`config.mk`:
```
export PLATFORM = sky130hd
export DESIGN_NAME = fswp_top
export DESIGN_NICKNAME = d
export VERILOG_FILES = /design/src/hdl/fswp_pkg.sv /design/src/hdl/fswp_top.sv
export SDC_FILE = /design/constraint.sdc
export NUM_CORES = 1
export LEC_CHECK = 0
export BUFFER_PORTS_ARGS = -buffer_cell sky130_fd_sc_hd__buf_2
export CORE_MARGIN = 2
export CORE_UTILIZATION = 34
export CTS_CLUSTER_SIZE = 28
export DETAILED_ROUTE_END_ITERATION = 16
export PLACE_DENSITY = 0.63
export SYNTH_ARGS = -nofsm -noshare
export SYNTH_HDL_FRONTEND = slang
export SYNTH_SLANG_ARGS = --single-unit
```
`constraint.sdc`:
```
create_clock -name clk -period 4.92 [get_ports clk]
set_input_delay 0.984 -clock clk [delete_from_list [all_inputs] [get_ports clk]]
set_output_delay 0.984 -clock clk [all_outputs]
set_load 0.02 [all_outputs]
```
`src/hdl/fswp_pkg.sv`:
```
/*
  Constants for the status and write-protection logic of a 64KB serial NOR flash:
  status bit positions, command codes, lock modes and operation kinds.
  Assumes a command framer that hands over one decoded command per pulse.
*/
`default_nettype none
package fswp_pkg;
  localparam int unsigned STAT_W = 16;
  localparam int unsigned ADDR_W = 24;
  localparam int unsigned SECT_N = 16;
  // Status bit positions.
  localparam int unsigned BIT_BUSY = 0;
  localparam int unsigned BIT_WEL = 1;
  localparam int unsigned AREA_LO = 2;
  localparam int unsigned AREA_HI = 6;
  localparam int unsigned BIT_LOCK_LO = 7;
  localparam int unsigned BIT_LOCK_HI = 8;
  localparam int unsigned BIT_QUAD = 9;
  localparam int unsigned BIT_PPAUSE = 10;
  localparam int unsigned SEC_LO = 11;
  localparam int unsigned SEC_HI = 13;
  localparam int unsigned BIT_CMP = 14;
  localparam int unsigned BIT_EPAUSE = 15;
  localparam logic [15:0] STAT_RESET = 16'h0000;
  // Bits that a status write may replace (area, lock, quad, complement).
  localparam logic [15:0] STAT_WR_MASK = 16'h43FC;
  // Command codes.
  localparam logic [7:0] CMD_WREN = 8'h06;
  localparam logic [7:0] CMD_WRDI = 8'h04;
  localparam logic [7:0] CMD_SRW = 8'h01;
  localparam logic [7:0] CMD_PP = 8'h02;
  localparam logic [7:0] CMD_QPP = 8'h32;
  localparam logic [7:0] CMD_SECT = 8'h20;
  localparam logic [7:0] CMD_BLK32 = 8'h52;
  localparam logic [7:0] CMD_BLK64 = 8'hD8;
  localparam logic [7:0] CMD_CHIP_A = 8'hC7;
  localparam logic [7:0] CMD_CHIP_B = 8'h60;
  localparam logic [7:0] CMD_SUSP = 8'h75;
  localparam logic [7:0] CMD_RESM = 8'h7A;
  // Lock modes.
  localparam logic [1:0] LOCK_SOFT = 2'h0;
  localparam logic [1:0] LOCK_PIN = 2'h1;
  localparam logic [1:0] LOCK_POWER = 2'h2;
  localparam logic [1:0] LOCK_OTP = 2'h3;
  typedef enum logic [1:0] {FSWP_OP_NONE, FSWP_OP_PROG, FSWP_OP_ERASE, FSWP_OP_SRW} fswp_op_t;
endpackage
`default_nettype wire

```
`src/hdl/fswp_top.sv`:
```
/*
  Status register, lock modes and array protection decode of a 64KB serial flash.
  Assumes a command framer on clk giving one pulse per finished command with its
  code, address, status data and byte-boundary flag, an engine that reports the
  end of each started operation, and a non-volatile image of the status word.
  // How it works
  // - Busy bit zero is high while program, erase or status write runs.
  // - Bit one shows write latch; without it writes, programs, erases are refused.
  // - Area-select bits six to two are non-volatile, changed only by status write.
  // - Program and sector or block erase into the protected range are blocked.
  // - Hardware-protected lock state keeps the area-select bits unchanged.
  // - Chip erase only for low select 000 with complement 0, or 111 with 1.
  // - Complement 0 decode: none, 4/8/16/32KB top or bottom, or whole array.
  // - Complement 1 protects exactly what complement 0 leaves open.
  // - Mode 00 writes with latch; mode 01 also needs write-protect pin high.
  // - Mode 10 refuses status writes until power cycle, which restores 00.
  // - Mode 11 refuses every status write for good.
  // - Quad enable bit nine, default 0, turns pins into lanes two and three.
  // - Three one-time security lock bits thirteen to eleven, set only, never cleared.
  // - Complement bit fourteen is non-volatile read/write, default 0.
  // - Suspend sets erase-paused bit fifteen or program-paused bit ten.
  // - Resume and power cycle clear both paused flags.
  // - Write, program, erase and latch commands off a byte boundary are dropped.
*/
`default_nettype none
module fswp_top (
  input wire logic clk,
  input wire logic sys_rst,
  input wire logic cmd_valid,
  input wire logic [7:0] cmd_code,
  input wire logic [23:0] cmd_addr,
  input wire logic [15:0] cmd_data,
  input wire logic cmd_byte_aligned,
  input wire logic op_done,
  input wire logic [15:0] nv_image,
  input wire logic wp_n_pin,
  output logic [15:0] status_q,
  output logic op_start_q,
  output fswp_pkg::fswp_op_t op_kind_q,
  output logic cmd_refused_q,
  output logic nv_wr_q,
  output logic [15:0] nv_wr_data_q,
  output logic quad_mode_q,
  output logic [2:0] secure_ro_q
);
  logic wp_meta_q;
  logic wp_sync_q;
  logic load_pend_q;
  fswp_pkg::fswp_op_t run_kind_q;
  logic [15:0] status_d;
  logic op_start_d;
  fswp_pkg::fswp_op_t op_kind_d;
  fswp_pkg::fswp_op_t run_kind_d;
  logic refused_d;
  logic nv_wr_d;
  logic [15:0] nv_wr_data_d;

  wire logic busy = status_q[fswp_pkg::BIT_BUSY];
  wire logic write_latch_flag = status_q[fswp_pkg::BIT_WEL];
  wire logic [4:0] area = status_q[fswp_pkg::AREA_HI:fswp_pkg::AREA_LO];
  wire logic [1:0] lock_mode = {status_q[fswp_pkg::BIT_LOCK_HI], status_q[fswp_pkg::BIT_LOCK_LO]};
  wire logic quad_on = status_q[fswp_pkg::BIT_QUAD];
  wire logic cmp_on = status_q[fswp_pkg::BIT_CMP];
  wire logic paused = status_q[fswp_pkg::BIT_EPAUSE] | status_q[fswp_pkg::BIT_PPAUSE];
  wire logic [2:0] sec_lock = status_q[fswp_pkg::SEC_HI:fswp_pkg::SEC_LO];

  // With quad lanes on, the write-protect function of the pin is gone.
  wire logic wp_high = quad_on | wp_sync_q;
  wire logic hw_locked = (lock_mode == fswp_pkg::LOCK_PIN) && !wp_high;

  // Command decode.
  wire logic is_wren = cmd_valid && (cmd_code == fswp_pkg::CMD_WREN);
  wire logic is_wrdi = cmd_valid && (cmd_code == fswp_pkg::CMD_WRDI);
  wire logic is_srw = cmd_valid && (cmd_code == fswp_pkg::CMD_SRW);
  wire logic is_prog = cmd_valid && ((cmd_code == fswp_pkg::CMD_PP) || (cmd_code == fswp_pkg::CMD_QPP));
  wire logic is_sect = cmd_valid && (cmd_code == fswp_pkg::CMD_SECT);
  wire logic is_b32 = cmd_valid && (cmd_code == fswp_pkg::CMD_BLK32);
  wire logic is_b64 = cmd_valid && (cmd_code == fswp_pkg::CMD_BLK64);
  wire logic is_chip = cmd_valid && ((cmd_code == fswp_pkg::CMD_CHIP_A) ||
                                     (cmd_code == fswp_pkg::CMD_CHIP_B));
  wire logic is_susp = cmd_valid && (cmd_code == fswp_pkg::CMD_SUSP);
  wire logic is_resm = cmd_valid && (cmd_code == fswp_pkg::CMD_RESM);
  wire logic needs_align = is_wren | is_wrdi | is_srw | is_prog | is_sect | is_b32 | is_b64 | is_chip;
  wire logic misaligned = needs_align && !cmd_byte_aligned;
  // A paused operation or a pending load refuses every new write.
  wire logic may_write = write_latch_flag && !busy && !paused && !load_pend_q && cmd_byte_aligned;

  // sector count of the complement-0 region, in 4KB sectors.
  wire logic [4:0] prot_n = !area[4] ? ((area[1:0] == 2'h0) ? 5'h00 : 5'h10) :
                            (area[2:0] == 3'h0) ? 5'h00 :
                            (area[2:0] == 3'h1) ? 5'h01 :
                            (area[2:0] == 3'h2) ? 5'h02 :
                            (area[2:0] == 3'h3) ? 5'h04 :
                            (area[2:0] == 3'h7) ? 5'h10 : 5'h08;
  wire logic [31:0] ones_low = (32'h0000_0001 << prot_n) - 32'h0000_0001;
  wire logic [15:0] low_mask = ones_low[15:0];
  wire logic [15:0] up_mask = {<<{low_mask}};
  // select bit three picks the lower end.
  wire logic [15:0] base_mask = (area[4] && area[3]) ? low_mask :
                                (area[4] ? up_mask : low_mask);
  wire logic [15:0] prot_mask = cmp_on ? ~base_mask : base_mask;

  wire logic [3:0] sect_idx = cmd_addr[15:12];
  wire logic [15:0] one_sect = 16'h0001 << sect_idx;
  wire logic [15:0] target_mask = is_b64 ? 16'hFFFF :
                                  is_b32 ? (cmd_addr[15] ? 16'hFF00 : 16'h00FF) : one_sect;
  // any overlap with protected sectors blocks the command.
  wire logic area_hit = |(prot_mask & target_mask);
  wire logic chip_ok = ((area[2:0] == 3'h0) && !cmp_on) || ((area[2:0] == 3'h7) && cmp_on);

  wire logic lock_ok = (lock_mode == fswp_pkg::LOCK_SOFT) ||
                       ((lock_mode == fswp_pkg::LOCK_PIN) && wp_high);
  wire logic srw_go = is_srw && may_write && lock_ok;
  wire logic prog_go = is_prog && may_write && !area_hit;
  wire logic erase_go = ((is_sect | is_b32 | is_b64) && !area_hit || is_chip && chip_ok) && may_write;
  wire logic susp_go = is_susp && busy &&
                       ((run_kind_q == fswp_pkg::FSWP_OP_PROG) || (run_kind_q == fswp_pkg::FSWP_OP_ERASE));
  wire logic resm_go = is_resm && paused && !busy;

  wire logic [15:0] srw_image = (status_q & ~fswp_pkg::STAT_WR_MASK) |
                                (cmd_data & fswp_pkg::STAT_WR_MASK) |
                                {2'h0, sec_lock | cmd_data[fswp_pkg::SEC_HI:fswp_pkg::SEC_LO], 11'h000};
  // power cycle turns mode 10 back to 00; volatile bits start clear.
  wire logic [1:0] nv_lock = {nv_image[fswp_pkg::BIT_LOCK_HI], nv_image[fswp_pkg::BIT_LOCK_LO]};
  wire logic [15:0] nv_keep = nv_image & (fswp_pkg::STAT_WR_MASK | 16'h3800);
  wire logic [15:0] load_image = (nv_lock == fswp_pkg::LOCK_POWER) ?
                                 (nv_keep & ~16'h0180) : nv_keep;

  // At most one action is taken per cycle; a command that loses is dropped.
  always_comb begin
    status_d = status_q;
    op_start_d = 1'b0;
    op_kind_d = fswp_pkg::FSWP_OP_NONE;
    run_kind_d = run_kind_q;
    refused_d = 1'b0;
    nv_wr_d = 1'b0;
    nv_wr_data_d = nv_wr_data_q;
    if (load_pend_q) begin
      // non-volatile fields come from the stored image.
      status_d = load_image;
    end else if (misaligned) begin
      refused_d = 1'b1;
    end else if (srw_go) begin
      // area bits change only here and never when pin-locked.
      status_d = srw_image | 16'h0001;
      op_start_d = 1'b1;
      op_kind_d = fswp_pkg::FSWP_OP_SRW;
      run_kind_d = fswp_pkg::FSWP_OP_SRW;
      nv_wr_d = 1'b1;
      nv_wr_data_d = srw_image & ~16'h0003;
    end else if (prog_go || erase_go) begin
      status_d[fswp_pkg::BIT_BUSY] = 1'b1;
      op_start_d = 1'b1;
      op_kind_d = prog_go ? fswp_pkg::FSWP_OP_PROG : fswp_pkg::FSWP_OP_ERASE;
      run_kind_d = op_kind_d;
    end else if (susp_go) begin
      // flag follows the kind of the paused operation.
      status_d[fswp_pkg::BIT_BUSY] = 1'b0;
      if (run_kind_q == fswp_pkg::FSWP_OP_ERASE) begin
        status_d[fswp_pkg::BIT_EPAUSE] = 1'b1;
      end else begin
        status_d[fswp_pkg::BIT_PPAUSE] = 1'b1;
      end
    end else if (resm_go) begin
      // resume clears both flags and the operation runs on.
      status_d[fswp_pkg::BIT_EPAUSE] = 1'b0;
      status_d[fswp_pkg::BIT_PPAUSE] = 1'b0;
      status_d[fswp_pkg::BIT_BUSY] = 1'b1;
    end else if (busy && op_done) begin
      // the finished operation also drops the latch.
      status_d[fswp_pkg::BIT_BUSY] = 1'b0;
      status_d[fswp_pkg::BIT_WEL] = 1'b0;
      run_kind_d = fswp_pkg::FSWP_OP_NONE;
    end else if ((is_wren || is_wrdi) && !busy) begin
      // latch set and cleared by its own commands.
      status_d[fswp_pkg::BIT_WEL] = is_wren;
    end else if (is_srw || is_prog || is_sect || is_b32 || is_b64 || is_chip) begin
      refused_d = 1'b1;
    end
  end

  // Two flops bring the asynchronous write-protect pin into the clock domain.
  always_ff @(posedge clk) begin
    wp_meta_q <= wp_n_pin;
    wp_sync_q <= wp_meta_q;
  end

  always_ff @(posedge clk) begin
    if (sys_rst) begin
      status_q <= fswp_pkg::STAT_RESET;
      load_pend_q <= 1'b1;
      run_kind_q <= fswp_pkg::FSWP_OP_NONE;
      op_start_q <= 1'b0;
      op_kind_q <= fswp_pkg::FSWP_OP_NONE;
      cmd_refused_q <= 1'b0;
      nv_wr_q <= 1'b0;
      nv_wr_data_q <= fswp_pkg::STAT_RESET;
      quad_mode_q <= 1'b0;
      secure_ro_q <= 3'h0;
    end else begin
      status_q <= status_d;
      load_pend_q <= 1'b0;
      run_kind_q <= run_kind_d;
      op_start_q <= op_start_d;
      op_kind_q <= op_kind_d;
      cmd_refused_q <= refused_d;
      nv_wr_q <= nv_wr_d;
      nv_wr_data_q <= nv_wr_data_d;
      // pin function and read-only areas follow the status.
      quad_mode_q <= status_d[fswp_pkg::BIT_QUAD];
      secure_ro_q <= status_d[fswp_pkg::SEC_HI:fswp_pkg::SEC_LO];
    end
  end

  // Checks below that the load could upset skip the load cycle, when the stored image replaces the status.
  a_busy_on_start: assert property (@(posedge clk) disable iff (sys_rst)
    op_start_q |-> status_q[0])
    else $error("busy low at start");
  a_latch_gates_start: assert property (@(posedge clk) disable iff (sys_rst)
    op_start_q |-> $past(status_q[1]))
    else $error("start without latch");
  a_area_pin_lock: assert property (@(posedge clk) disable iff (sys_rst)
    $past(hw_locked) && !$past(load_pend_q) |-> status_q[6:2] == $past(status_q[6:2]))
    else $error("area bits changed while locked");
  a_area_only_write: assert property (@(posedge clk) disable iff (sys_rst)
    !$past(srw_go) && !$past(load_pend_q) |-> $stable(status_q[6:2]))
    else $error("area bits changed without write");
  a_prot_blocks: assert property (@(posedge clk) disable iff (sys_rst)
    $past(is_prog || is_sect || is_b32 || is_b64) && $past(area_hit) |-> !op_start_q)
    else $error("protected target started");
  a_chip_gate: assert property (@(posedge clk) disable iff (sys_rst)
    $past(is_chip) && op_start_q |-> $past(chip_ok))
    else $error("chip erase bad code");
  a_otp_no_write: assert property (@(posedge clk) disable iff (sys_rst)
    $past(status_q[8:7]) == 2'h3 && !$past(load_pend_q) |-> !nv_wr_q)
    else $error("write in locked mode");
  a_otp_area_hold: assert property (@(posedge clk) disable iff (sys_rst)
    (lock_mode == fswp_pkg::LOCK_OTP) && !load_pend_q |=> $stable(status_q[6:2]))
    else $error("area changed in locked mode");
  a_secure_sticky: assert property (@(posedge clk) disable iff (sys_rst)
    !$past(load_pend_q) |-> ($past(status_q[13:11]) & ~status_q[13:11]) == 3'h0)
    else $error("security bit cleared");
  a_secure_follows: assert property (@(posedge clk) disable iff (sys_rst)
    secure_ro_q == status_q[13:11])
    else $error("read-only areas differ from status");
  a_quad_follows: assert property (@(posedge clk) disable iff (sys_rst)
    quad_mode_q == status_q[9])
    else $error("quad mode differs from status");
  a_pause_flag: assert property (@(posedge clk) disable iff (sys_rst)
    susp_go |=> (status_q[15] || status_q[10]) && !status_q[0])
    else $error("no pause flag");
  a_erase_pause_kind: assert property (@(posedge clk) disable iff (sys_rst)
    susp_go && (run_kind_q == fswp_pkg::FSWP_OP_ERASE) |=> status_q[15] && !status_q[10])
    else $error("wrong pause flag");
  a_resume_clear: assert property (@(posedge clk) disable iff (sys_rst)
    resm_go |=> !status_q[15] && !status_q[10] && status_q[0])
    else $error("flags kept");
  a_misalign_drop: assert property (@(posedge clk) disable iff (sys_rst)
    misaligned && !load_pend_q |=> cmd_refused_q && $stable(status_q))
    else $error("odd end taken");
  a_misalign_no_start: assert property (@(posedge clk) disable iff (sys_rst)
    misaligned && !load_pend_q |=> !op_start_q && !nv_wr_q)
    else $error("odd end started work");
  a_powerup_clear: assert property (@(posedge clk)
    $past(sys_rst) && !sys_rst |-> !status_q[0] && !status_q[1])
    else $error("volatile bits set");
  a_reload_clean: assert property (@(posedge clk) disable iff (sys_rst)
    $past(load_pend_q) && !$past(sys_rst) |-> status_q[8:7] != 2'h2 && status_q[15:14] != 2'h3)
    else $error("reload kept power lock");
  a_done_clears: assert property (@(posedge clk) disable iff (sys_rst)
    busy && op_done && !cmd_valid && !load_pend_q |=> !status_q[0] && !status_q[1])
    else $error("busy kept after done");
  a_busy_no_start: assert property (@(posedge clk) disable iff (sys_rst)
    busy && !load_pend_q |=> !op_start_q)
    else $error("start while busy");
  a_no_latch_refuse: assert property (@(posedge clk) disable iff (sys_rst)
    (is_srw || is_prog || is_sect || is_b32 || is_b64 || is_chip) && !write_latch_flag |=> !op_start_q)
    else $error("start without latch set");
  a_power_lock: assert property (@(posedge clk) disable iff (sys_rst)
    (lock_mode == fswp_pkg::LOCK_POWER) && !load_pend_q |=> !nv_wr_q)
    else $error("write in power lock");
  a_pin_lock_write: assert property (@(posedge clk) disable iff (sys_rst)
    hw_locked && !load_pend_q |=> !nv_wr_q)
    else $error("write while pin locked");
  a_nv_word: assert property (@(posedge clk) disable iff (sys_rst)
    nv_wr_q |-> nv_wr_data_q == (status_q & 16'hFFFC))
    else $error("stored word differs from status");
endmodule // fswp_top
`default_nettype wire

```
Yosys cells after proc, flatten, opt, wreduce, memory -nomap -nowiden
Index checks and enable logic that the tools add are counted.
Operators by class
  $add $sub $neg: 1
  equal/unequal tests: 28
  shift operators: 2
  multiplexer cells: 57
  bitwise gates (word level): 18
  reduce and logical (&&, ||, !) cells: 69
Operators with widths (number)
  16-bit two-way mux: 8
  5-bit two-way mux: 7
  8-bit by 7-bit == test with 1-bit output, second input constant: 4
  1-bit logical AND: 32
  1-bit two-way mux: 30
  2-bit two-way mux: 9
  16-bit bitwise AND: 1
  8-bit by 3-bit == test with 1-bit output, second input constant: 2
  8-bit by 6-bit == test with 1-bit output, second input constant: 2
  8-bit == test, second input constant: 2
  16-bit inverter: 1
  16-bit by 14-bit bitwise OR with 16-bit output: 1
  16-bit by 15-bit bitwise OR with 16-bit output: 1
  16-bit OR reduction: 1
  1-bit by 4-bit << shifter with 16-bit output, first input constant: 1
  1-bit by 5-bit << shifter with 16-bit output, first input constant: 1
  16-bit by 1-bit subtractor with 16-bit output, second input constant: 1
  1-bit logical OR: 13
  1-bit bitwise OR: 11
  5-bit AND reduction: 2
  9-bit two-way mux: 1
  3-bit inequality test, second input constant: 3
  8-bit by 1-bit == test with 1-bit output, second input constant: 1
  8-bit by 2-bit == test with 1-bit output, second input constant: 1
  other kinds (25): 39
Word-level totals
  bits in registers: 44
  input bits: 70
  output and inout bits: 41
  logic and storage cells: 192

Logic depth before layout (Yosys ltp)
Gate-level depths: netlist of run 1.
  depth in word-level cells: 24
  gate-level depth with buffers: 16

Least setup slack after synthesis of run 1
OpenSTA, ideal clock, no wires.
  path kind: register to register
  from: register status_q[6]
  to: register cmd_refused_q
  arrival: 3.182 ns
  required time: 4.799 ns
  path slack: 1.617 ns
  cell stages (with the launch flop): 15
  path buffers: 3
  period minus slack after synthesis: 3.303 ns
  path through: dfxtp_1 buf_2 clkbuf_8 nand3_1 ha_1 buf_4 and4bb_4 nor4_4 a32oi_1 xor2_1 a32oi_1 nand4_2 nor4b_4 a21oi_2 a2bb2o_1
Between the ends
  cells in the longest elaborated chain, start to end: 17
RTL lines
  start, declared: line fswp_top.sv:37  | output logic [15:0] status_q,
  start signal, assigned: line fswp_top.sv:190  | status_q <= fswp_pkg::STAT_RESET;
  start signal, assigned: line fswp_top.sv:201  | status_q <= status_d;
  5-bit two-way mux: line fswp_top.sv:89  | wire logic [4:0] prot_n = !area[4] ? ((area[1:0] == 2'h0) ? 5'h00 : 5'h10) :
  1-bit by 5-bit << shifter with 16-bit output: line fswp_top.sv:95  | wire logic [31:0] ones_low = (32'h0000_0001 << prot_n) - 32'h0000_0001;
  16-bit by 1-bit subtractor with 16-bit output: line fswp_top.sv:95
  16-bit two-way mux: line fswp_top.sv:100  | (area[4] ? up_mask : low_mask);
  16-bit two-way mux *: line fswp_top.sv:99  | wire logic [15:0] base_mask = (area[4] && area[3]) ? low_mask :
  16-bit inverter: line fswp_top.sv:101  | wire logic [15:0] prot_mask = cmp_on ? ~base_mask : base_mask;
  16-bit two-way mux *: line fswp_top.sv:101
  16-bit bitwise AND *: line fswp_top.sv:108  | wire logic area_hit = |(prot_mask & target_mask);
  16-bit OR reduction *: line fswp_top.sv:108
  1-bit zero test *: line fswp_top.sv:114, fswp_top.sv:115
  1-bit logical AND: line fswp_top.sv:115  | wire logic erase_go = ((is_sect | is_b32 | is_b64) && !area_hit || is_chip && chip_ok) && may_write;
  1-bit logical OR: line fswp_top.sv:115
  1-bit logical AND: line fswp_top.sv:115
  1-bit logical OR *: line fswp_top.sv:151  | end else if (prog_go || erase_go) begin
  1-bit two-way mux *: line fswp_top.sv:151
  1-bit two-way mux *: line fswp_top.sv:143  | end else if (srw_go) begin
  1-bit two-way mux *: line fswp_top.sv:141  | end else if (misaligned) begin
  end signal, assigned: line fswp_top.sv:206  | cmd_refused_q <= refused_d;
  end, declared: line fswp_top.sv:40  | output logic cmd_refused_q,
Every way passes the cells marked *; elsewhere a longest branch is shown, timed or not.
A chain may end at the register's enable or synchronous reset.

Worst setup path after layout of run 1
  from: register status_q[2]
  to: register cmd_refused_q
Between the ends
  cells in the longest elaborated chain, start to end: 23
RTL lines
  3-bit == test: line fswp_top.sv:94, fswp_top.sv:109
  5-bit two-way mux: line fswp_top.sv:94  | (area[2:0] == 3'h7) ? 5'h10 : 5'h08;
  5-bit two-way mux: line fswp_top.sv:93  | (area[2:0] == 3'h3) ? 5'h04 :
  5-bit two-way mux: line fswp_top.sv:92  | (area[2:0] == 3'h2) ? 5'h02 :
  5-bit two-way mux: line fswp_top.sv:91  | (area[2:0] == 3'h1) ? 5'h01 :
  5-bit two-way mux: line fswp_top.sv:90  | (area[2:0] == 3'h0) ? 5'h00 :
  5-bit two-way mux: line fswp_top.sv:89
  1-bit by 5-bit << shifter with 16-bit output: line fswp_top.sv:95
  [... 7 more ...]
  1-bit zero test: line fswp_top.sv:114, fswp_top.sv:115
  1-bit logical AND: line fswp_top.sv:115
  1-bit logical OR: line fswp_top.sv:115
  1-bit logical AND: line fswp_top.sv:115
  1-bit logical OR *: line fswp_top.sv:151
  1-bit two-way mux *: line fswp_top.sv:151
  1-bit two-way mux *: line fswp_top.sv:143
  1-bit two-way mux *: line fswp_top.sv:141
Marks and branches as above.

==> qor.csv, run 1 <==
stage;metric;value;unit
floorplan;starting density of the core;35.2;%
sta;period utilization;77.7;%
critical_path;max incr delay on CP;0.74;ns
cts;H-tree levels;2;
critical_path;Reg2Reg Depth;11;
route;1st-iter DRT viols;200;
critical_path;CP Max Fanout;21;
synth;synth warn;0;
finish;share of cells above drive strength 1;24.6;%
critical_path;crit path DAT;4.00;ns
synth;largest area contributor in the netlist;dfxtp_1;
power_and_ir_drop;Total Power;820;uW
place;GPL Wtd Cong;0.900;
cts;total CTS buffers;5;
floorplan;num ports;111;
power_and_ir_drop;P per Cell Area;227;nW/um2
sta;Peak Freq;0.262;GHz
floorplan;die area;10400;um2
min_path;worst min path class;reg2reg;
cts;Clk Latency, worst-skew pair;0.29;ns
floorplan;core area;9240;um2
critical_path;CP max-delay cell;dfxtp_1;
global_routing;Global Route Usage Sum;17.6;%
critical_path;critical path class;reg2reg;
floorplan;row count;35;
flow_run;number of max-cap violations;0;
cts;hold_buf cts;0;
global_routing;largest net degree at the start of global routing;32;
critical_path;stages on the worst setup path;11;
cts;clock tree sinks;40;
min_path;WHS Path Cells;0;
finish;commonest non-fill, non-tap cell in the layout;buf_2;
critical_path;CP top delay family;simple AND/OR/NAND/NOR gates;
route;routed via count;3352;
critical_path;crit path cell chain;nand3_1 > ha_1 > and4_1 > nor4_4 > a32oi_1 > xor2_1 > a32oi_1 > nand4_2 > nor4b_4 > a21oi_2 > a2bb2o_1;
cts;Worst-path clk slew;0.08;ns
sta;Final Hold Vio Count;0;
global_routing;number of global-route vias before repair;3156;
power_and_ir_drop;leakage;1.44;nW
synth;async set-reset flop share out of synthesis;0;%
route;DR vias/cell;5.59;
critical_path;r2r setup slk;1.10;ns
synth;Post-Syn Area per Cell;7.71;um2
synth;top-area cell type share of the netlist area;24.6;%
route;DR pass1 iterations;5;
sta;unrepaired setup endpoints after global routing;false;
cts;postcts setup bufs;0;
global_routing;global-route wire length before repair;15.0;mm
synth;ys flop type;dfxtp_1;
critical_path;CP required;5.10;ns
cts;CTS resizes;0;
finish;Synth-to-Final Area Change;11.3;%
route;post-route ant nets;0;
synth;Syn Inst Count;422;
finish;final net count;542;
sta;clock skew;0.00246;ns
synth;Yosys cell types;86;
synth;synthesis-stage register bit count;40;
sta;Hold WS;0.339;ns
power_and_ir_drop;worst IR drop on VDD;177;uV
floorplan;Die Span Y;102;um
sta;Setup violations, final;0;
synth;synth top area cells;dfxtp_1 (25%), nor2_1 (5.1%), nand2_1 (4.3%);
cts;CTS tree;done;
cts;clk buf depth;2;
sta;Worst-Margin Slew;1.07;ns
sta;Slew HR;27.9;%
critical_path;CP Capture Type;flop;
floorplan;die width;102;um
critical_path;crit start category;flop;
finish;most frequent cells in the layout;buf_2 (80), nor2_1 (44), dfxtp_1 (40);
route;DR DRC count;0;
run_status;outcome;complete, no violations;
route;WL final;9.00;mm
sta;fin crit period;3.82;ns
place;Port Buf Inserts;80;
place;HPWL reported at the end of detailed placement;6.63;mm
critical_path;Most common cell on crit path;a32oi_1;
finish;antenna diode count;0;
synth;mapped cell area;3250;um2
global_routing;initial antenna violation count;0;
global_routing;global route overflow;0;
critical_path;Crit path buffers/inverters;0;
route;wire length per cell;15.0;um
cts;Root Driver;clkbuf_8;
sta;Fin Setup TNS;0;ns
synth;Seq/Total Area, Yosys;24.6;%
sta;Slew Limit Fails;0;
synth;EDFF count, synth;0;
[cell usage after synthesis, types with 4 or more instances]
| master | instances |
|---|---|
| nor2_1 | 44 |
| dfxtp_1 | 40 |
| nand2_1 | 37 |
| a21oi_1 | 26 |
| nor3_1 | 21 |
| inv_1 | 19 |
| o21ai_0 | 15 |
| buf_4 | 13 |
| clkbuf_1 | 11 |
| nand3_1 | 11 |
| nand2b_1 | 10 |
| a211oi_1 | 9 |
| a31oi_1 | 8 |
| a32oi_1 | 8 |
| buf_6 | 7 |
| mux2i_1 | 7 |
| nand4_1 | 6 |
| nor4_1 | 6 |
| nand3b_1 | 5 |
| nor2b_1 | 5 |
| nor3b_1 | 5 |
| a221oi_1 | 4 |
| or2_2 | 4 |
| or3_1 | 4 |
| or4_1 | 4 |
[sequential cells by signal, summed over array words and instances (netlist names)]
| signal | flops |
|---|---|
| nv_wr_q | 1 |
| wp_sync_q | 1 |
| nv_wr_data_q | 14 |
| op_kind_q | 2 |
| status_q | 16 |
| cmd_refused_q | 1 |
| run_kind_q | 2 |
| wp_meta_q | 1 |
| op_start_q | 1 |
| load_pend_q | 1 |
[layout make-up]
type / count / area [um2]
multi-input combinational: 322 / 2040
sequential: 40 / 801
clock buffer: 7 / 96.3
inverter: 19 / 71.3
timing repair buffer: 82 / 415
fill: 983 / 5620
clock inverter: 1 / 30.0
tap: 129 / 161
[layer usage]
layer,vias to the layer above,wire [um],part of all wire (%),track usage [%]
met4,0,124,1.4,5.09
met5,-,0,0,0
met2,123,4130,46,29.1
met1,1584,4210,47,23.6
li1,1636,-,-,-
met3,9,534,5.9,2.90
[stage by stage]
step	utilization (%)	instances	setup WS, ns	area (um2)
2_1_floorplan	-	423	1.62	3260
3_3_place_gp	37.8	592	1.14	3490
3_5_place_dp	37.8	592	1.13	3490
4_1_cts	39.2	600	1.10	3620
5_1_grt	39.2	600	0.734	3620
6_report	39.2	600	1.10	3620
[where the power goes]
group          switching (mW)  internal, mW
Clock                   0.115         0.179
Sequential             0.0210         0.331
Combinational           0.102        0.0725
Total                   0.238         0.582
[kinds of logic (layout without fill, tap and decap cells)]
kind of cell | after synthesis | after routing | synth area share, %
and+or+nand+nor | 190 | 190 | 32.9
AOI/OAI and AO/OA | 116 | 116 | 25.5
buffers and inverters | 61 | 109 | 12.7
DFF | 40 | 40 | 24.6
muxes | 7 | 7 | 2.15
xor gates and xnor gates | 5 | 5 | 1.35
adders and majority gates | 2 | 2 | 0.769
other | 1 | 2 | 0.115
[final timing paths]
check                           start                        to
max          status_q[2]$_SDFFE_PP0P_  cmd_refused_q$_SDFF_PP0_
min                 wp_meta_q$_DFF_P_         wp_sync_q$_DFF_P_
max reg2reg  status_q[2]$_SDFFE_PP0P_  cmd_refused_q$_SDFF_PP0_
min reg2reg         wp_meta_q$_DFF_P_         wp_sync_q$_DFF_P_
No activity file was read; power rests on OpenSTA's default activity.
==> run 2, diff against run 1 <==
clock period = 3.6 ns   (was 4.92 ns; I/O delays follow)
==> qor.csv, run 2 (synthesized netlist as in run 1, its figures left out) <==
stage;metric;value;unit
route;post-route ant nets;0;
flow_run;number of max-cap violations;0;
sta;Peak Freq;0.301;GHz
finish;commonest non-fill, non-tap cell in the layout;buf_2;
sta;Setup violations, final;0;
power_and_ir_drop;worst IR drop on VDD;250;uV
power_and_ir_drop;Clock Power Share;40.6;%
power_and_ir_drop;leakage;1.51;nW
floorplan;starting density of the core;35.2;%
critical_path;CP required;3.78;ns
place;HPWL reported at the end of detailed placement;6.89;mm
floorplan;die area;10400;um2
floorplan;Die Span Y;102;um
finish;antenna diode count;0;
sta;clock skew;0.00555;ns
floorplan;row count;35;
global_routing;global-route wire length before repair;15.2;mm
critical_path;crit path DAT;3.50;ns
power_and_ir_drop;sequential share of power;38.0;%
place;GPL Wtd Cong;0.911;
finish;most frequent cells in the layout;buf_2 (80), nor2_1 (44), dfxtp_1 (40);
cts;CTS tree;done;
cts;Worst-path clk slew;0.08;ns
critical_path;CP Capture Type;flop;
cts;hold_buf cts;0;
run_status;outcome;complete, no violations;
cts;clock tree sinks;40;
route;wire length per cell;15.0;um
global_routing;largest net degree at the start of global routing;32;
critical_path;CP Max Fanout;10;
sta;Fin Setup TNS;0;ns
finish;Largest Register;status_q;
cts;Root Driver;clkbuf_8;
sta;period utilization;92.3;%
power_and_ir_drop;switching share of power;26.4;%
global_routing;Global Route Usage Sum;17.7;%
route;DR DRC count;0;
route;1st-iter DRT viols;268;
global_routing;global route overflow;0;
critical_path;r2r setup slk;0.28;ns
critical_path;Reg2Reg Depth;13;
sta;Worst-Margin Slew;0.930;ns
power_and_ir_drop;P_sw;326;uW
cts;Clk Latency, worst-skew pair;0.29;ns
route;DR pass1 iterations;5;
power_and_ir_drop;Comb pwr share;21.4;%
critical_path;CP max-delay cell;nor4b_4;
finish;max reg flops;16;
critical_path;crit path cell chain;nor2_2 > nand3_1 > ha_1 > buf_4 > or2_1 > a31oi_1 > o22ai_1 > a211oi_1 > a2111o_1 > nand4_2 > nor4b_4 > a21oi_2 > a2bb2o_1;
floorplan;num ports;111;
sta;Slew Limit Fails;0;
finish;largest registers;status_q: 16 flops, nv_wr_data_q: 14 flops;
sta;Slew HR;37.5;%
power_and_ir_drop;Pint;908;uW
global_routing;GRT busiest layer;met2;
finish;Sequential cell area;801;um2
sta;Hold WS;0.331;ns
critical_path;Critical R2R Launch;status_q[3]$_SDFFE_PP0P_;
cts;H-tree levels;2;
cts;clk buf depth;2;
route;WL final;9.17;mm
sta;fin crit period;3.32;ns
place;Port Buf Inserts;80;
route;routed via count;3442;
finish;share of cells above drive strength 1;26.5;%
global_routing;number of global-route vias before repair;3128;
critical_path;max incr delay on CP;0.40;ns
finish;final net count;554;
cts;total CTS buffers;5;
floorplan;die width;102;um
global_routing;met1 layer usage reported by global route;24.7;%
critical_path;FF-to-FF End;cmd_refused_q$_SDFF_PP0_;
global_routing;met2 capacity usage during global routing;28.0;%
floorplan;core area;9240;um2
route;DR vias/cell;5.62;
critical_path;crit start category;flop;
critical_path;critical path class;reg2reg;
global_routing;initial antenna violation count;0;
global_routing;GR Layer Usage met3;3.04;%
power_and_ir_drop;P per Cell Area;330;nW/um2
finish;Fillers;976;
critical_path;Setup crit start;status_q[3]$_SDFFE_PP0P_;
sta;Final Hold Vio Count;0;
min_path;worst min path class;reg2reg;
finish;area of the multi-input gates;2040;um2
critical_path;Worst setup endpoint;cmd_refused_q$_SDFF_PP0_;
finish;Synth-to-Final Area Change;15.0;%
sta;unrepaired setup endpoints after global routing;false;
-- run 2: cell count changes in the layout (fill, tap and decap cells not counted) --
cell,delta
clkbuf_8,-2
bufinv_16,+2
a21boi_0,-1
a21boi_1,+1
buf_4,+12
-- run 2: worst max-delay path, delay by kind of cell (launching register included) --
kind | cells | cell delay [ns]
and+or+nand+nor | 5 | 1.07
AOI/OAI and AO/OA | 6 | 1.21
DFF | 1 | 0.36
buffers and inverters | 1 | 0.22
adders and majority gates | 1 | 0.35
-- run 2: power groups by stage --
stage	Sequential (mW)	Combinational, mW	Clock, mW
3_3_place_gp	0.479	0.257	0
5_1_grt	0.471	0.291	0.528
2_1_floorplan	0.480	0.196	0
4_1_cts	0.469	0.261	0.512
3_5_place_dp	0.479	0.260	0
6_report	0.469	0.264	0.501
-- run 2: metrics by stage --
step	instances	power [mW]	setup slack (ns)	cell area [um2]	util, %
after floorplan	423	0.677	0.297	3260	-
after global placement	603	0.735	0.289	3570	38.7
after detailed placement	603	0.739	0.222	3570	38.7
after CTS	611	1.24	0.223	3730	40.4
after global routing	612	1.29	0.00969	3740	40.5
final	612	1.23	0.275	3740	40.5
-- run 2: per-layer routing --
metal,wire (um),share of wire (%)
met5,0,0
met1,4250,46
met4,142,1.5
met2,4140,45
met3,643,7.0
-- run 2: how the worst min path moves through the flow --
stage / startpoint / to / slack [ns] / cells after the start
final: wp_meta_q$_DFF_P_ / wp_sync_q$_DFF_P_ / 0.33 / 0
after global routing: wp_meta_q$_DFF_P_ / wp_sync_q$_DFF_P_ / 0.34 / 0
after CTS: wp_meta_q$_DFF_P_ / wp_sync_q$_DFF_P_ / 0.33 / 0
after detailed placement: wp_meta_q$_DFF_P_ / wp_sync_q$_DFF_P_ / 0.33 / 0
after global placement: wp_meta_q$_DFF_P_ / wp_sync_q$_DFF_P_ / 0.31 / 0
after floorplan: wp_meta_q$_DFF_P_ / wp_sync_q$_DFF_P_ / 0.31 / 0
-- run 2: cell type report --
| cell class | count | share of cell area [%] |
|---|---|---|
| clock buffers | 5 | 1.84 |
| multi-input cells | 322 | 54.6 |
| flip-flops and latches | 40 | 21.4 |
| well taps | 129 | 4.31 |
| repair buffers | 94 | 13.5 |
| inverters | 19 | 1.91 |
| clock inverters | 3 | 2.41 |
-- run 2: what timing repair did --
item / 4_1_cts / 5_1_grt
endpoints found under the setup margin: 0 / 4
gates resized for setup: 0 / 1
buffers inserted: 0 / 1
==> run 3, diff against run 2 <==
CELL_PAD_IN_SITES_DETAIL_PLACEMENT = 1   (was not set)
CELL_PAD_IN_SITES_GLOBAL_PLACEMENT = 2   (was not set)
CORE_UTILIZATION = 28   (was 34)
PLACE_DENSITY = 0.86   (was 0.63)
==> qor.csv, run 3 (synthesized netlist as in run 1, its figures left out) <==
stage;metric;value;unit
finish;final non-filler cell total;626;
critical_path;CP required;3.79;ns
cts;postcts setup bufs;0;
sta;Peak Freq;0.305;GHz
place;HPWL reported at the end of detailed placement;7.95;mm
critical_path;CP Capture Type;flop;
critical_path;Crit path buffers/inverters;0;
global_routing;Global Route Usage Sum;16.8;%
cts;Root Driver;clkbuf_16;
floorplan;starting density of the core;28.6;%
cts;clock tree sinks;40;
run_status;outcome;complete, no violations;
cts;Worst-path clk slew;0.06;ns
route;post-route ant nets;0;
sta;fin crit period;3.28;ns
route;DR pass1 iterations;4;
flow_run;number of max-cap violations;0;
finish;final net count;554;
cts;CTS tree;done;
floorplan;die width;112;um
cts;Clk Latency, worst-skew pair;0.28;ns
sta;Fin Setup TNS;0;ns
power_and_ir_drop;P per Cell Area;328;nW/um2
critical_path;crit path DAT;3.47;ns
route;DR vias/cell;5.41;
critical_path;crit path cell chain;nor2_2 > nand3_1 > ha_2 > nor4b_1 > o21ai_2 > o221ai_1 > or4_1 > a32oi_1 > nor2_1 > nor4b_4 > a2111o_1 > o21ai_0;
sta;Setup violations, final;0;
sta;Worst-Margin Slew;1.05;ns
critical_path;CP max-delay cell;or4_1;
route;WL final;10.5;mm
floorplan;Die Span Y;112;um
finish;max reg flops;16;
global_routing;global route overflow;0;
route;routed via count;3385;
critical_path;CP Max Fanout;10;
global_routing;number of global-route vias before repair;3411;
route;1st-iter DRT viols;163;
finish;share of cells above drive strength 1;26.9;%
finish;antenna diode count;0;
finish;Largest Register;status_q;
sta;period utilization;91.0;%
floorplan;die area;12500;um2
global_routing;global-route wire length before repair;17.5;mm
finish;largest registers;status_q: 16 flops, nv_wr_data_q: 14 flops;
cts;CTS resizes;0;
floorplan;row count;39;
power_and_ir_drop;leakage;1.52;nW
critical_path;critical path class;reg2reg;
sta;unrepaired setup endpoints after global routing;false;
sta;clock skew;0.00280;ns
power_and_ir_drop;worst IR drop on VDD;380;uV
place;Port Buf Inserts;80;
floorplan;num ports;111;
sta;Slew HR;30.0;%
global_routing;largest net degree at the start of global routing;32;
cts;H-tree levels;2;
finish;Synth-to-Final Area Change;16.0;%
sta;Final Hold Vio Count;0;
route;wire length per cell;16.8;um
critical_path;crit start category;flop;
floorplan;core area;11400;um2
cts;total CTS buffers;5;
cts;hold_buf cts;0;
critical_path;CP top delay family;compound AO/OA/AOI/OAI gates;
sta;Slew Limit Fails;0;
min_path;worst min path class;reg2reg;
place;GPL Wtd Cong;0.879;
critical_path;max incr delay on CP;0.45;ns
finish;commonest non-fill, non-tap cell in the layout;buf_2;
finish;most frequent cells in the layout;buf_2 (80), nor2_1 (44), dfxtp_1 (39);
place;DP Cell Count;618;
power_and_ir_drop;Total Power;1.24;mW
cts;clk buf depth;2;
route;DR DRC count;0;
global_routing;initial antenna violation count;0;
[run 3: area by class of cell]
type	count	area [um2]
timing repair buffer	94	505
sequential	40	802
fill	1431	7600
multi-input combinational	322	2050
tap	143	179
inverter	19	71.3
clock buffer	6	129
clock inverter	2	35.0
[run 3: power breakdown]
| part | internal [mW] | leakage [nW] | switching, mW |
|---|---|---|---|
| clock | 0.326 | 0.0808 | 0.170 |
| sequential | 0.453 | 0.326 | 0.0208 |
| combinational | 0.108 | 1.11 | 0.158 |
[run 3: metrics by stage]
stage / setup WS, ns / instance area (um2) / util, % / hold slack [ns]
final: 0.323 / 3770 / 33.2 / 0.335
after global routing: 0.108 / 3770 / 33.2 / 0.344
after CTS: 0.0929 / 3760 / 33.1 / 0.330
after detailed placement: 0.122 / 3600 / 31.7 / 0.323
after global placement: 0.220 / 3600 / 31.7 / 0.315
after floorplan: 0.297 / 3260 / - / 0.310
[run 3: path summary, 6_finish.rpt]
| check | startpoint | endpoint | slack [ns] | cells after the start |
|---|---|---|---|---|
| max reg2reg | status_q[3]$_SDFFE_PP0P_ | run_kind_q[0]$_SDFFE_PP0P_ | 0.32 | 12 |
| min | wp_meta_q$_DFF_P_ | wp_sync_q$_DFF_P_ | 0.33 | 0 |
| min reg2reg | wp_meta_q$_DFF_P_ | wp_sync_q$_DFF_P_ | 0.33 | 0 |
| max | status_q[3]$_SDFFE_PP0P_ | run_kind_q[0]$_SDFFE_PP0P_ | 0.32 | 12 |
[run 3: worst register-to-register path: cells and delay by family (launching register included)]
| kind | cells | cell delay, ns |
|---|---|---|
| simple gates | 6 | 1.20 |
| flops | 1 | 0.40 |
| compound gates | 5 | 1.29 |
| fa+ha+maj | 1 | 0.28 |
[run 3: layer usage]
metal	share of wire (%)	wire length, um	global-route usage, %
met1	46	4810	22.1
met2	48	5040	28.2
met3	4.7	499	3.21
met4	1.5	159	4.69
met5	0	0	0
